<file path="config.mk">
export PLATFORM = sky130hd
export DESIGN_NAME = mcr_regs
export DESIGN_NICKNAME = d
export VERILOG_FILES = /design/src/rtl/mcr_pkg.sv /design/src/rtl/mcr_regs.sv
export SDC_FILE = /design/constraint.sdc
export NUM_CORES = 2
export LEC_CHECK = 0
export BUFFER_PORTS_ARGS = -buffer_cell sky130_fd_sc_hd__clkbuf_2
export CELL_PAD_IN_SITES_DETAIL_PLACEMENT = 0
export CELL_PAD_IN_SITES_GLOBAL_PLACEMENT = 1
export CORE_AREA = 4 4 348 350
export CTS_CLUSTER_DIAMETER = 80
export CTS_CLUSTER_SIZE = 24
export DETAILED_ROUTE_END_ITERATION = 8
export DIE_AREA = 0 0 352 354
export PLACE_DENSITY = 0.63
export SYNTH_ARGS = -nofsm -noshare
export SYNTH_HDL_FRONTEND = slang
export SYNTH_SLANG_ARGS = --single-unit
</file>
<file path="constraint.sdc">
create_clock -name ref_clk -period 3.6 [get_ports ref_clk]
set_clock_uncertainty 0.05 [all_clocks]
set_input_delay 0.36 -clock ref_clk [delete_from_list [all_inputs] [get_ports ref_clk]]
set_output_delay 0.36 -clock ref_clk [all_outputs]
set_load 0.03 [all_outputs]
</file>
<file path="src/rtl/mcr_pkg.sv">
// Package for the microcontroller control register bank: data-space
// offsets, field positions, reset values and divider codes.
// Assumes an 8-bit data address space and an 8-bit data bus.
package mcr_pkg;

  localparam logic [7:0] MCR_RAM_BASE = 8'h00;
  localparam logic [7:0] MCR_RAM_TOP_SMALL = 8'h2f;
  localparam logic [7:0] MCR_RAM_TOP_LARGE = 8'h6f;
  localparam logic [7:0] MCR_HOLE_TOP = 8'h7f;
  localparam logic [7:0] MCR_REGRAM_BASE = 8'hf0;

  localparam logic [7:0] MCR_WAKE_EDGE_SELECT = 8'hc8;
  localparam logic [7:0] MCR_WAKE_ENABLE = 8'hc9;
  localparam logic [7:0] MCR_WAKE_PENDING = 8'hca;
  localparam logic [7:0] MCR_SECOND_CONTROL = 8'hcc;
  localparam logic [7:0] MCR_SUPERVISOR_RESET_CTL = 8'hcd;
  localparam logic [7:0] MCR_SUPERVISOR_COUNT = 8'hce;
  localparam logic [7:0] MCR_MODULATOR_RELOAD = 8'hcf;
  localparam logic [7:0] MCR_PORT_L_DATA = 8'hd0;
  localparam logic [7:0] MCR_PORT_L_CONFIG = 8'hd1;
  localparam logic [7:0] MCR_PORT_L_PINS = 8'hd2;
  localparam logic [7:0] MCR_PORT_G_DATA = 8'hd4;
  localparam logic [7:0] MCR_PORT_G_CONFIG = 8'hd5;
  localparam logic [7:0] MCR_PORT_G_PINS = 8'hd6;
  localparam logic [7:0] MCR_PORT_I_PINS = 8'hd7;
  localparam logic [7:0] MCR_PORT_D_DATA = 8'hdc;
  localparam logic [7:0] MCR_SERIAL_SHIFT = 8'he9;
  localparam logic [7:0] MCR_TIMER_COUNT_LOW = 8'hea;
  localparam logic [7:0] MCR_TIMER_COUNT_HIGH = 8'heb;
  localparam logic [7:0] MCR_TIMER_RELOAD_LOW = 8'hec;
  localparam logic [7:0] MCR_TIMER_RELOAD_HIGH = 8'hed;
  localparam logic [7:0] MCR_TIMER_SERIAL_CONTROL = 8'hee;
  localparam logic [7:0] MCR_PROCESSOR_STATUS_WORD = 8'hef;
  localparam logic [7:0] MCR_SECOND_POINTER_REG = 8'hfc;
  localparam logic [7:0] MCR_STACK_POINTER = 8'hfd;
  localparam logic [7:0] MCR_FIRST_POINTER_REG = 8'hfe;

  // timer_serial_control fields
  localparam int MCR_TSC_RUN = 4;
  localparam int MCR_TSC_PIN_SEL = 3;
  localparam int MCR_TSC_EDGE = 2;
  localparam int MCR_TSC_DIV_HI = 1;
  // processor_status_word fields
  localparam int MCR_PSW_HALF_CARRY = 7;
  localparam int MCR_PSW_CARRY = 6;
  localparam int MCR_PSW_TPEND = 5;
  localparam int MCR_PSW_TEN = 4;
  localparam int MCR_PSW_XPEND = 3;
  localparam int MCR_PSW_BUSY = 2;
  localparam int MCR_PSW_XEN = 1;
  localparam int MCR_PSW_GIE = 0;
  // second_control fields
  localparam int MCR_SC2_CMP_LEVEL = 3;
  localparam int MCR_SC2_UNDERFLOW = 1;
  // Writable bits of second_control: 7..4 and 2
  localparam logic [7:0] MCR_SC2_WMASK = 8'hf4;

  localparam logic [7:0] MCR_RESET_BYTE = 8'h00;
  localparam logic [7:0] MCR_ALL_ONES = 8'hff;
  localparam logic [15:0] MCR_TIMER_RESET = 16'hffff;
  localparam logic [1:0] MCR_DIV_BY2 = 2'h0;
  localparam logic [2:0] MCR_DIV2_LAST = 3'h1;
  localparam logic [2:0] MCR_DIV4_LAST = 3'h3;
  localparam logic [2:0] MCR_DIV8_LAST = 3'h7;

  // Flag-update operations issued by the core's ALU
  typedef enum logic [2:0] {
    MCR_FLAG_NONE = 3'h0,
    MCR_FLAG_SET = 3'h1,
    MCR_FLAG_RESET = 3'h2,
    MCR_FLAG_ALU = 3'h3
  } mcr_flag_op_t;

endpackage

</file>
<file path="src/rtl/mcr_regs.sv">
// Control and status registers plus data-space decode of the core.
// Assumes a single-cycle data bus from the core on ref_clk; reads are
// combinational from addr, writes take effect at the clock edge.
`timescale 1ns/1ns

module mcr_regs
  import mcr_pkg::*;
#(
  parameter bit LARGE_RAM = 1'b1
) (
  input wire logic ref_clk,
  input wire logic rst,
  input wire logic [7:0] addr,
  input wire logic [7:0] wdata,
  input wire logic wr_en,
  output logic [7:0] rdata,
  input wire mcr_flag_op_t flag_op,
  input wire logic alu_carry,
  input wire logic alu_half_carry,
  input wire logic int_ack,
  input wire logic int_return,
  input wire logic ext_int_pin,
  input wire logic capture_edge,
  input wire logic shifter_busy,
  input wire logic supervisor_underflow,
  input wire logic comparator_in,
  input wire logic [7:0] port_l_in,
  input wire logic [7:0] port_g_in,
  input wire logic [7:0] port_i_in,
  output logic int_request,
  output logic timer_run,
  output logic [2:0] timer_mode,
  output logic serial_pin_select,
  output logic serial_clk_en,
  output logic [15:0] timer_value,
  output logic [2:0] mod_ctrl,
  output logic comparator_enable,
  output logic comparator_out_enable,
  output logic supervisor_reset_enable,
  output logic [7:0] port_l_data,
  output logic [7:0] port_l_config,
  output logic [7:0] port_g_data,
  output logic [7:0] port_g_config,
  output logic [7:0] port_d_data
);

  ////////////////////////////////////////////////////////////////////////
  // Storage and synchronisers
  logic [7:0] ram [0:111];
  logic [7:0] regram [0:15];
  logic [7:0] timer_serial_control;
  logic [7:0] wake_edge_select, wake_enable, wake_pending;
  logic [7:0] supervisor_count, modulator_reload, serial_shift;
  logic [7:0] timer_reload_low, timer_reload_high;
  logic [15:0] timer_count;
  logic [3:0] sc2_bits;
  logic comparator_out_enable_q;
  logic half_carry, carry, timer_int_pending, timer_int_enable;
  logic ext_int_pending, ext_int_enable, global_int_enable;
  logic wren_written;
  logic [2:0] serial_div_cnt;
  logic ext_s1, ext_s2, ext_prev;
  logic cmp_s1, cmp_s2, udf_s1, udf_s2;
  logic [7:0] pl_s1, pl_s2, pg_s1, pg_s2, pi_s1, pi_s2;
  logic [7:0] ram_top;
  logic ram_hit, hole_hit, regram_hit, ext_edge, timer_underflow;
  logic [2:0] div_last;

  always_ff @(posedge ref_clk) begin
    ext_s1 <= ext_int_pin;
    ext_s2 <= ext_s1;
    cmp_s1 <= comparator_in;
    cmp_s2 <= cmp_s1;
    udf_s1 <= supervisor_underflow;
    udf_s2 <= udf_s1;
    pl_s1 <= port_l_in;
    pl_s2 <= pl_s1;
    pg_s1 <= port_g_in;
    pg_s2 <= pg_s1;
    pi_s1 <= port_i_in;
    pi_s2 <= pi_s1;
  end

  always_ff @(posedge ref_clk) begin
    if (rst) begin
      ext_prev <= 1'b0;
    end else begin
      ext_prev <= ext_s2;
    end
  end

  // Edge polarity select: 0 rising, 1 falling
  assign ext_edge = timer_serial_control[MCR_TSC_EDGE] ?
    (ext_prev & ~ext_s2) : (~ext_prev & ext_s2);

  ////////////////////////////////////////////////////////////////////////
  // Address decode
  assign ram_top = LARGE_RAM ? MCR_RAM_TOP_LARGE : MCR_RAM_TOP_SMALL;
  assign ram_hit = (addr <= ram_top);
  assign hole_hit = (addr > ram_top) && (addr <= MCR_HOLE_TOP);
  assign regram_hit = (addr >= MCR_REGRAM_BASE);

  always_ff @(posedge ref_clk) begin
    if (wr_en && ram_hit) begin
      ram[addr[6:0]] <= wdata;
    end
  end

  always_ff @(posedge ref_clk) begin
    if (rst) begin
      for (int i = 0; i < 16; i++) begin
        regram[i] <= MCR_RESET_BYTE;
      end
    end else if (wr_en && regram_hit) begin
      regram[addr[3:0]] <= wdata;
    end
  end

  ////////////////////////////////////////////////////////////////////////
  // Plain read/write registers
  always_ff @(posedge ref_clk) begin
    if (rst) begin
      timer_serial_control <= MCR_RESET_BYTE;
      wake_edge_select <= MCR_RESET_BYTE;
      wake_enable <= MCR_RESET_BYTE;
      wake_pending <= MCR_RESET_BYTE;
      supervisor_count <= MCR_RESET_BYTE;
      modulator_reload <= MCR_RESET_BYTE;
      serial_shift <= MCR_RESET_BYTE;
      timer_reload_low <= MCR_RESET_BYTE;
      timer_reload_high <= MCR_RESET_BYTE;
      port_l_data <= MCR_RESET_BYTE;
      port_l_config <= MCR_RESET_BYTE;
      port_g_data <= MCR_RESET_BYTE;
      port_g_config <= MCR_RESET_BYTE;
      port_d_data <= MCR_RESET_BYTE;
    end else if (wr_en) begin
      case (addr)
        MCR_TIMER_SERIAL_CONTROL: timer_serial_control <= wdata;
        MCR_WAKE_EDGE_SELECT: wake_edge_select <= wdata;
        MCR_WAKE_ENABLE: wake_enable <= wdata;
        MCR_WAKE_PENDING: wake_pending <= wdata;
        MCR_SUPERVISOR_COUNT: supervisor_count <= wdata;
        MCR_MODULATOR_RELOAD: modulator_reload <= wdata;
        MCR_SERIAL_SHIFT: serial_shift <= wdata;
        MCR_TIMER_RELOAD_LOW: timer_reload_low <= wdata;
        MCR_TIMER_RELOAD_HIGH: timer_reload_high <= wdata;
        MCR_PORT_L_DATA: port_l_data <= wdata;
        MCR_PORT_L_CONFIG: port_l_config <= wdata;
        MCR_PORT_G_DATA: port_g_data <= wdata;
        MCR_PORT_G_CONFIG: port_g_config <= wdata;
        MCR_PORT_D_DATA: port_d_data <= wdata;
        default: ;
      endcase
    end
  end

  ////////////////////////////////////////////////////////////////////////
  // Timer: runs down while enabled, reloads on underflow
  assign timer_underflow = timer_run && (timer_count == 16'h0000);

  always_ff @(posedge ref_clk) begin
    if (rst) begin
      timer_count <= MCR_TIMER_RESET;
    end else if (wr_en && addr == MCR_TIMER_COUNT_LOW) begin
      timer_count[7:0] <= wdata;
    end else if (wr_en && addr == MCR_TIMER_COUNT_HIGH) begin
      timer_count[15:8] <= wdata;
    end else if (timer_underflow) begin
      timer_count <= {timer_reload_high, timer_reload_low};
    end else if (timer_run) begin
      timer_count <= timer_count - 16'h0001;
    end
  end

  ////////////////////////////////////////////////////////////////////////
  // Serial clock divider
  always_comb begin
    if (timer_serial_control[MCR_TSC_DIV_HI]) begin
      div_last = MCR_DIV8_LAST;
    end else if (timer_serial_control[1:0] == MCR_DIV_BY2) begin
      div_last = MCR_DIV2_LAST;
    end else begin
      div_last = MCR_DIV4_LAST;
    end
  end

  always_ff @(posedge ref_clk) begin
    if (rst || serial_div_cnt >= div_last) begin
      serial_div_cnt <= 3'h0;
    end else begin
      serial_div_cnt <= serial_div_cnt + 3'h1;
    end
  end

  ////////////////////////////////////////////////////////////////////////
  // Second control and supervisor reset enable
  always_ff @(posedge ref_clk) begin
    if (rst) begin
      sc2_bits <= 4'h0;
      comparator_out_enable_q <= 1'b0;
    end else if (wr_en && addr == MCR_SECOND_CONTROL) begin
      // Bits 3, 1 and 0 are not stored from the bus
      sc2_bits <= wdata[7:4] & MCR_SC2_WMASK[7:4];
      comparator_out_enable_q <= wdata[2];
    end
  end

  always_ff @(posedge ref_clk) begin
    if (rst) begin
      supervisor_reset_enable <= 1'b0;
      wren_written <= 1'b0;
    end else if (wr_en && addr == MCR_SUPERVISOR_RESET_CTL
                 && !wren_written) begin
      supervisor_reset_enable <= wdata[0];
      wren_written <= 1'b1;
    end
  end

  ////////////////////////////////////////////////////////////////////////
  // Status word: carry pair
  always_ff @(posedge ref_clk) begin
    if (rst) begin
      carry <= 1'b0;
      half_carry <= 1'b0;
    end else begin
      case (flag_op)
        MCR_FLAG_SET: begin
          carry <= 1'b1;
          half_carry <= 1'b1;
        end
        MCR_FLAG_RESET: begin
          carry <= 1'b0;
          half_carry <= 1'b0;
        end
        MCR_FLAG_ALU: begin
          carry <= alu_carry;
          half_carry <= alu_half_carry;
        end
        default: begin
          if (wr_en && addr == MCR_PROCESSOR_STATUS_WORD) begin
            carry <= wdata[MCR_PSW_CARRY];
            half_carry <= wdata[MCR_PSW_HALF_CARRY];
          end
        end
      endcase
    end
  end

  ////////////////////////////////////////////////////////////////////////
  // Status word: interrupt bits; hardware set wins over software clear
  logic psw_wr;
  assign psw_wr = wr_en && (addr == MCR_PROCESSOR_STATUS_WORD);

  always_ff @(posedge ref_clk) begin
    if (rst) begin
      timer_int_pending <= 1'b0;
      ext_int_pending <= 1'b0;
    end else begin
      if (timer_underflow || capture_edge) begin
        timer_int_pending <= 1'b1;
      end else if (psw_wr) begin
        timer_int_pending <= wdata[MCR_PSW_TPEND];
      end
      if (ext_edge) begin
        ext_int_pending <= 1'b1;
      end else if (psw_wr) begin
        ext_int_pending <= wdata[MCR_PSW_XPEND];
      end
    end
  end

  always_ff @(posedge ref_clk) begin
    if (rst) begin
      timer_int_enable <= 1'b0;
      ext_int_enable <= 1'b0;
      global_int_enable <= 1'b0;
    end else begin
      if (psw_wr) begin
        timer_int_enable <= wdata[MCR_PSW_TEN];
        ext_int_enable <= wdata[MCR_PSW_XEN];
      end
      if (int_ack) begin
        global_int_enable <= 1'b0;
      end else if (int_return) begin
        global_int_enable <= 1'b1;
      end else if (psw_wr) begin
        global_int_enable <= wdata[MCR_PSW_GIE];
      end
    end
  end

  assign int_request = global_int_enable && (
    (timer_int_pending && timer_int_enable) ||
    (ext_int_pending && ext_int_enable));

  ////////////////////////////////////////////////////////////////////////
  // Outputs
  assign timer_run = timer_serial_control[MCR_TSC_RUN];
  assign timer_mode = timer_serial_control[7:5];
  assign serial_pin_select = timer_serial_control[MCR_TSC_PIN_SEL];
  assign serial_clk_en = (serial_div_cnt == div_last);
  assign timer_value = timer_count;
  assign mod_ctrl = sc2_bits[3:1];
  assign comparator_enable = sc2_bits[0];
  assign comparator_out_enable = comparator_out_enable_q;

  ////////////////////////////////////////////////////////////////////////
  // Read mux
  always_comb begin
    rdata = MCR_RESET_BYTE;
    if (ram_hit) begin
      rdata = ram[addr[6:0]];
    end else if (hole_hit) begin
      rdata = MCR_ALL_ONES;
    end else if (regram_hit) begin
      rdata = regram[addr[3:0]];
    end else begin
      case (addr)
        MCR_WAKE_EDGE_SELECT: rdata = wake_edge_select;
        MCR_WAKE_ENABLE: rdata = wake_enable;
        MCR_WAKE_PENDING: rdata = wake_pending;
        MCR_SECOND_CONTROL: rdata = {sc2_bits, cmp_s2,
          comparator_out_enable_q, udf_s2, 1'b0};
        MCR_SUPERVISOR_RESET_CTL: rdata = {7'h00, supervisor_reset_enable};
        MCR_SUPERVISOR_COUNT: rdata = supervisor_count;
        MCR_MODULATOR_RELOAD: rdata = modulator_reload;
        MCR_PORT_L_DATA: rdata = port_l_data;
        MCR_PORT_L_CONFIG: rdata = port_l_config;
        MCR_PORT_L_PINS: rdata = pl_s2;
        MCR_PORT_G_DATA: rdata = port_g_data;
        MCR_PORT_G_CONFIG: rdata = port_g_config;
        MCR_PORT_G_PINS: rdata = pg_s2;
        MCR_PORT_I_PINS: rdata = pi_s2;
        MCR_PORT_D_DATA: rdata = port_d_data;
        MCR_SERIAL_SHIFT: rdata = serial_shift;
        MCR_TIMER_COUNT_LOW: rdata = timer_count[7:0];
        MCR_TIMER_COUNT_HIGH: rdata = timer_count[15:8];
        MCR_TIMER_RELOAD_LOW: rdata = timer_reload_low;
        MCR_TIMER_RELOAD_HIGH: rdata = timer_reload_high;
        MCR_TIMER_SERIAL_CONTROL: rdata = timer_serial_control;
        MCR_PROCESSOR_STATUS_WORD: rdata = {half_carry, carry,
          timer_int_pending, timer_int_enable, ext_int_pending,
          shifter_busy, ext_int_enable, global_int_enable};
        default: rdata = MCR_RESET_BYTE;
      endcase
    end
  end

endmodule

</file>
==> results.sh <==
export IMPL_htreeDepth=2
export IMPL_violations="setup timing"
export IMPL_die_y_um=354
export IMPL_power_density_nw_per_um2=455
export IMPL_relSlewSlack=0.267
export IMPL_endpoint_kind="primary output"
export IMPL_synth_edf_count=1024
export IMPL_cts_root_buf="clkbuf_16"
export IMPL_finalCritPeriodShare=1.00
export IMPL_hpwl_um=98100
export IMPL_cts_buffers=61
export IMPL_clock_latency_ps=720
export IMPL_reg2reg_depth=6
export IMPL_grt_max_degree=84
export IMPL_design_area_um2=55800
export IMPL_first_iter_violations=3266
export IMPL_p_int_uw=19600
export IMPL_cts_max_path_buffers=3
export IMPL_synth_main_ff_cell="edfxtp_1"
export IMPL_period_needed_ps=3600
export IMPL_hold_path_endpoint="ram[33][2]$_DFFE_PP_"
export IMPL_maxCapViolCount=0
export IMPL_port_buffers=131
export IMPL_viasPerCell=5.96
export IMPL_firstDrtPassIters=6
export IMPL_synth_area_leaders="edfxtp_1 62%, mux4_2 11%, dfxtp_1 8.1%"
export IMPL_seqPwrFrac=0.609
export IMPL_die_w_um=352
export IMPL_max_stage_delay_ps=500
export IMPL_swShare=0.228
export IMPL_finalMaxSlewViolations=0
export IMPL_avgSynthCellArea_um2=16.6
export IMPL_min_path_cells=1
export IMPL_post_route_util=0.474
export IMPL_io_pin_count=132
export IMPL_gr_usage_met1=0.313
export IMPL_grtUsageTotal=0.229
export IMPL_ys_warnings_count=0
export IMPL_synth_cell_types=82
export IMPL_clock_sinks=1224
export IMPL_power_uw=25400
export IMPL_start_kind="register"
export IMPL_worst_pin_slew_ps=1100
export IMPL_hold_start="wdata[2]"
export IMPL_setup_viol=1
export IMPL_status="finished, violations left"
export IMPL_wl_um=145000
export IMPL_grtUsageMet2=0.382
export IMPL_grt_busiest_layer="met2"
export IMPL_vias=28800
export IMPL_setup_ws_ps=-2.58
export IMPL_cts_setup_buffers=0
export IMPL_required_ps=3190
export IMPL_cp_slowest_cell="mux4_2"
export IMPL_rsz0062_at_grt="true"
export IMPL_syn_cell_area_um2=49200
export IMPL_leakage_uw=0.0180
export IMPL_syn_num_nets=3034
export IMPL_cts_tree="yes"
export IMPL_place_area_um2=53200
export IMPL_synthTopCellsByCount="1024 x edfxtp_1, 248 x mux4_2, 207 x nand2_1, 200 x dfxtp_1, 188 x nor2_1"
export IMPL_drc=0
export IMPL_ys_ff_latch=1224
export IMPL_grt_pass1_wl_um=211000
export IMPL_avgRoutedWirePerCell_um=30.1
export IMPL_drive_gt1_frac=0.244
export IMPL_max_vdd_ir_drop_uv=382
export IMPL_r2r_end="timer_value[14]$_SDFFE_PP1P_"
export IMPL_grt_pass1_vias=29000
export IMPL_antenna_found_initial=2
export IMPL_p_switching_uw=5810
export IMPL_crit_path_max_fanout=1
export IMPL_ys_seq_area_frac=0.706
export IMPL_hold_class="in -> reg"
export IMPL_die_area_um2=125000
export IMPL_grt_util_met3=0.0343
export IMPL_clkPwrFrac=0.315
export IMPL_gp_congestion=0.892
export IMPL_ff2ff_setup_slack_ps=910
export IMPL_ant_nets=0
export IMPL_worstSetupPathType="reg -> out"
export IMPL_largest_reg_flops=896
export IMPL_p_comb_frac=0.076
export IMPL_synth_cells=2974
export IMPL_grt_remaining_overflow=0
export IMPL_fmax_mhz=278
export IMPL_critPathArrivalTime_ps=3190
export IMPL_nets=3322
export IMPL_hold_viol=0
export IMPL_r2r_start="timer_value[7]$_SDFFE_PP1P_"
export IMPL_path_cells="mux4_2, o21ai_0, o22a_1, o311a_1, a211oi_4, or4_4, buf_8"
export IMPL_yosysMostFrequentCell="edfxtp_1"
export IMPL_async_flop_share=0
export IMPL_clk_pin_slew_worst_paths_ps=90
export IMPL_initial_core_util=0.418
export IMPL_syn2layout_area_growth_pct=13.4
export IMPL_synth_top_area_share=0.625
export IMPL_synth_top_cell_by_area="edfxtp_1"
export IMPL_coreArea_um2=118000
export IMPL_rows=126
==> power groups by stage <==
stage	combinational, uW	sequential (uW)	clock [uW]
2_1_floorplan	901	15800	0
3_3_place_gp	1800	15800	0
3_5_place_dp	1820	15800	0
4_1_cts	1920	15500	8180
5_1_grt	2020	15500	8690
6_report	1920	15500	8010
==> repair_timing <==
item / CTS / global route
setup endpoints to repair: 8 / 8
pin swaps: 17 / 13
gates resized for setup: 64 / 17
endpoints found under the hold margin: 55 / 0
hold buffers: 38 / 0
==> worst max-delay path by stage <==
| stage | from | end | slack [ps] | cells after the start |
|---|---|---|---|---|
| after global placement | addr[0] | rdata[0] | -350 | 10 |
| final | ram[90][0]$_DFFE_PP_ | rdata[0] | -3 | 7 |
| after floorplan | addr[1] | rdata[1] | 570 | 10 |
| after detailed placement | addr[0] | rdata[0] | -290 | 10 |
| after CTS | regram[15][0]$_SDFFCE_PN0P_ | rdata[0] | -30 | 5 |
| after global routing | ram[35][0]$_DFFE_PP_ | rdata[0] | -80 | 8 |
==> cell type report <==
cell class                 instances  area (um^2)
antenna                            1         2.50
multi-input combinational       1532        13700
timing repair buffer             433         3580
sequential                      1224        34800
clock inverter                    21          268
tap                             1536         1920
fill                            9949        61900
inverter                          10         37.5
clock buffer                      73         1590
==> layer usage <==
layer | up-vias | wire length [um]
met1 | 15100 | 59900
met5 | - | 15
met3 | 223 | 9600
met4 | 2 | 5110
li1 | 12300 | -
met2 | 1174 | 70800
==> logic make-up (layout without fill, tap and decap cells) <==
family | count (synthesis) | count (layout) | share of synthesized area
flops | 1224 | 1224 | 0.706
simple gates | 770 | 770 | 0.0754
compound gates | 413 | 413 | 0.0558
mux | 332 | 332 | 0.136
buf+inv | 218 | 537 | 0.0232
xor+xnor | 12 | 12 | 0.00213
fa+ha+maj | 5 | 5 | 0.00127
other cells | 0 | 1 | 0
==> cell usage in the layout (no fill, tap or decap), types with 6 or more instances in the layout <==
master | netlist | final
nand3_1 | 123 | 121
xor2_1 | 6 | 6
nor2_1 | 188 | 183
nand2b_1 | 11 | 11
o22a_1 | 6 | 6
o221ai_1 | 6 | 6
o22ai_1 | 25 | 23
a31oi_1 | 10 | 10
nor3_1 | 26 | 23
a221oi_1 | 27 | 24
nor4_1 | 10 | 7
nand4_1 | 9 | 9
o211ai_1 | 8 | 8
xnor2_1 | 6 | 6
nor2b_1 | 13 | 10
a21oi_1 | 130 | 128
clkbuf_16 | 0 | 62
a211oi_1 | 11 | 8
buf_4 | 22 | 237
nor3_2 | 4 | 7
a22oi_2 | 0 | 7
edfxtp_1 | 1024 | 1024
and3_1 | 9 | 9
mux4_1 | 17 | 14
o21ai_0 | 61 | 56
clkbuf_2 | 0 | 111
dfxtp_1 | 200 | 200
dlygate4sd3_1 | 0 | 38
a22o_1 | 23 | 23
buf_12 | 1 | 37
a22oi_1 | 46 | 39
inv_1 | 9 | 9
mux2i_1 | 59 | 59
and2_1 | 136 | 135
mux4_2 | 248 | 251
clkbuf_1 | 115 | 11
mux2_2 | 8 | 8
nand2_1 | 207 | 206
==> metrics by stage <==
stage | std cells | TNS [ps] | worst slack, ps | hold WS [ps]
detailed placement | 4697 | -617 | -290 | 263
global route | 4829 | -151 | -84.6 | 117
CTS | 4829 | -48.8 | -30.4 | 111
finish | 4830 | -2.58 | -2.58 | 154
floorplan | 2974 | 0 | 567 | 260
global placement | 4697 | -710 | -348 | 262
==> worst max-delay path: cells and delay by family (launching register included) <==
family	cells	cell delay, ps
AOI/OAI and AO/OA	4	980
DFF	1	380
muxes	1	500
and+or+nand+nor	1	480
buffers and inverters	1	160
(Power assumes the default switching activity.)
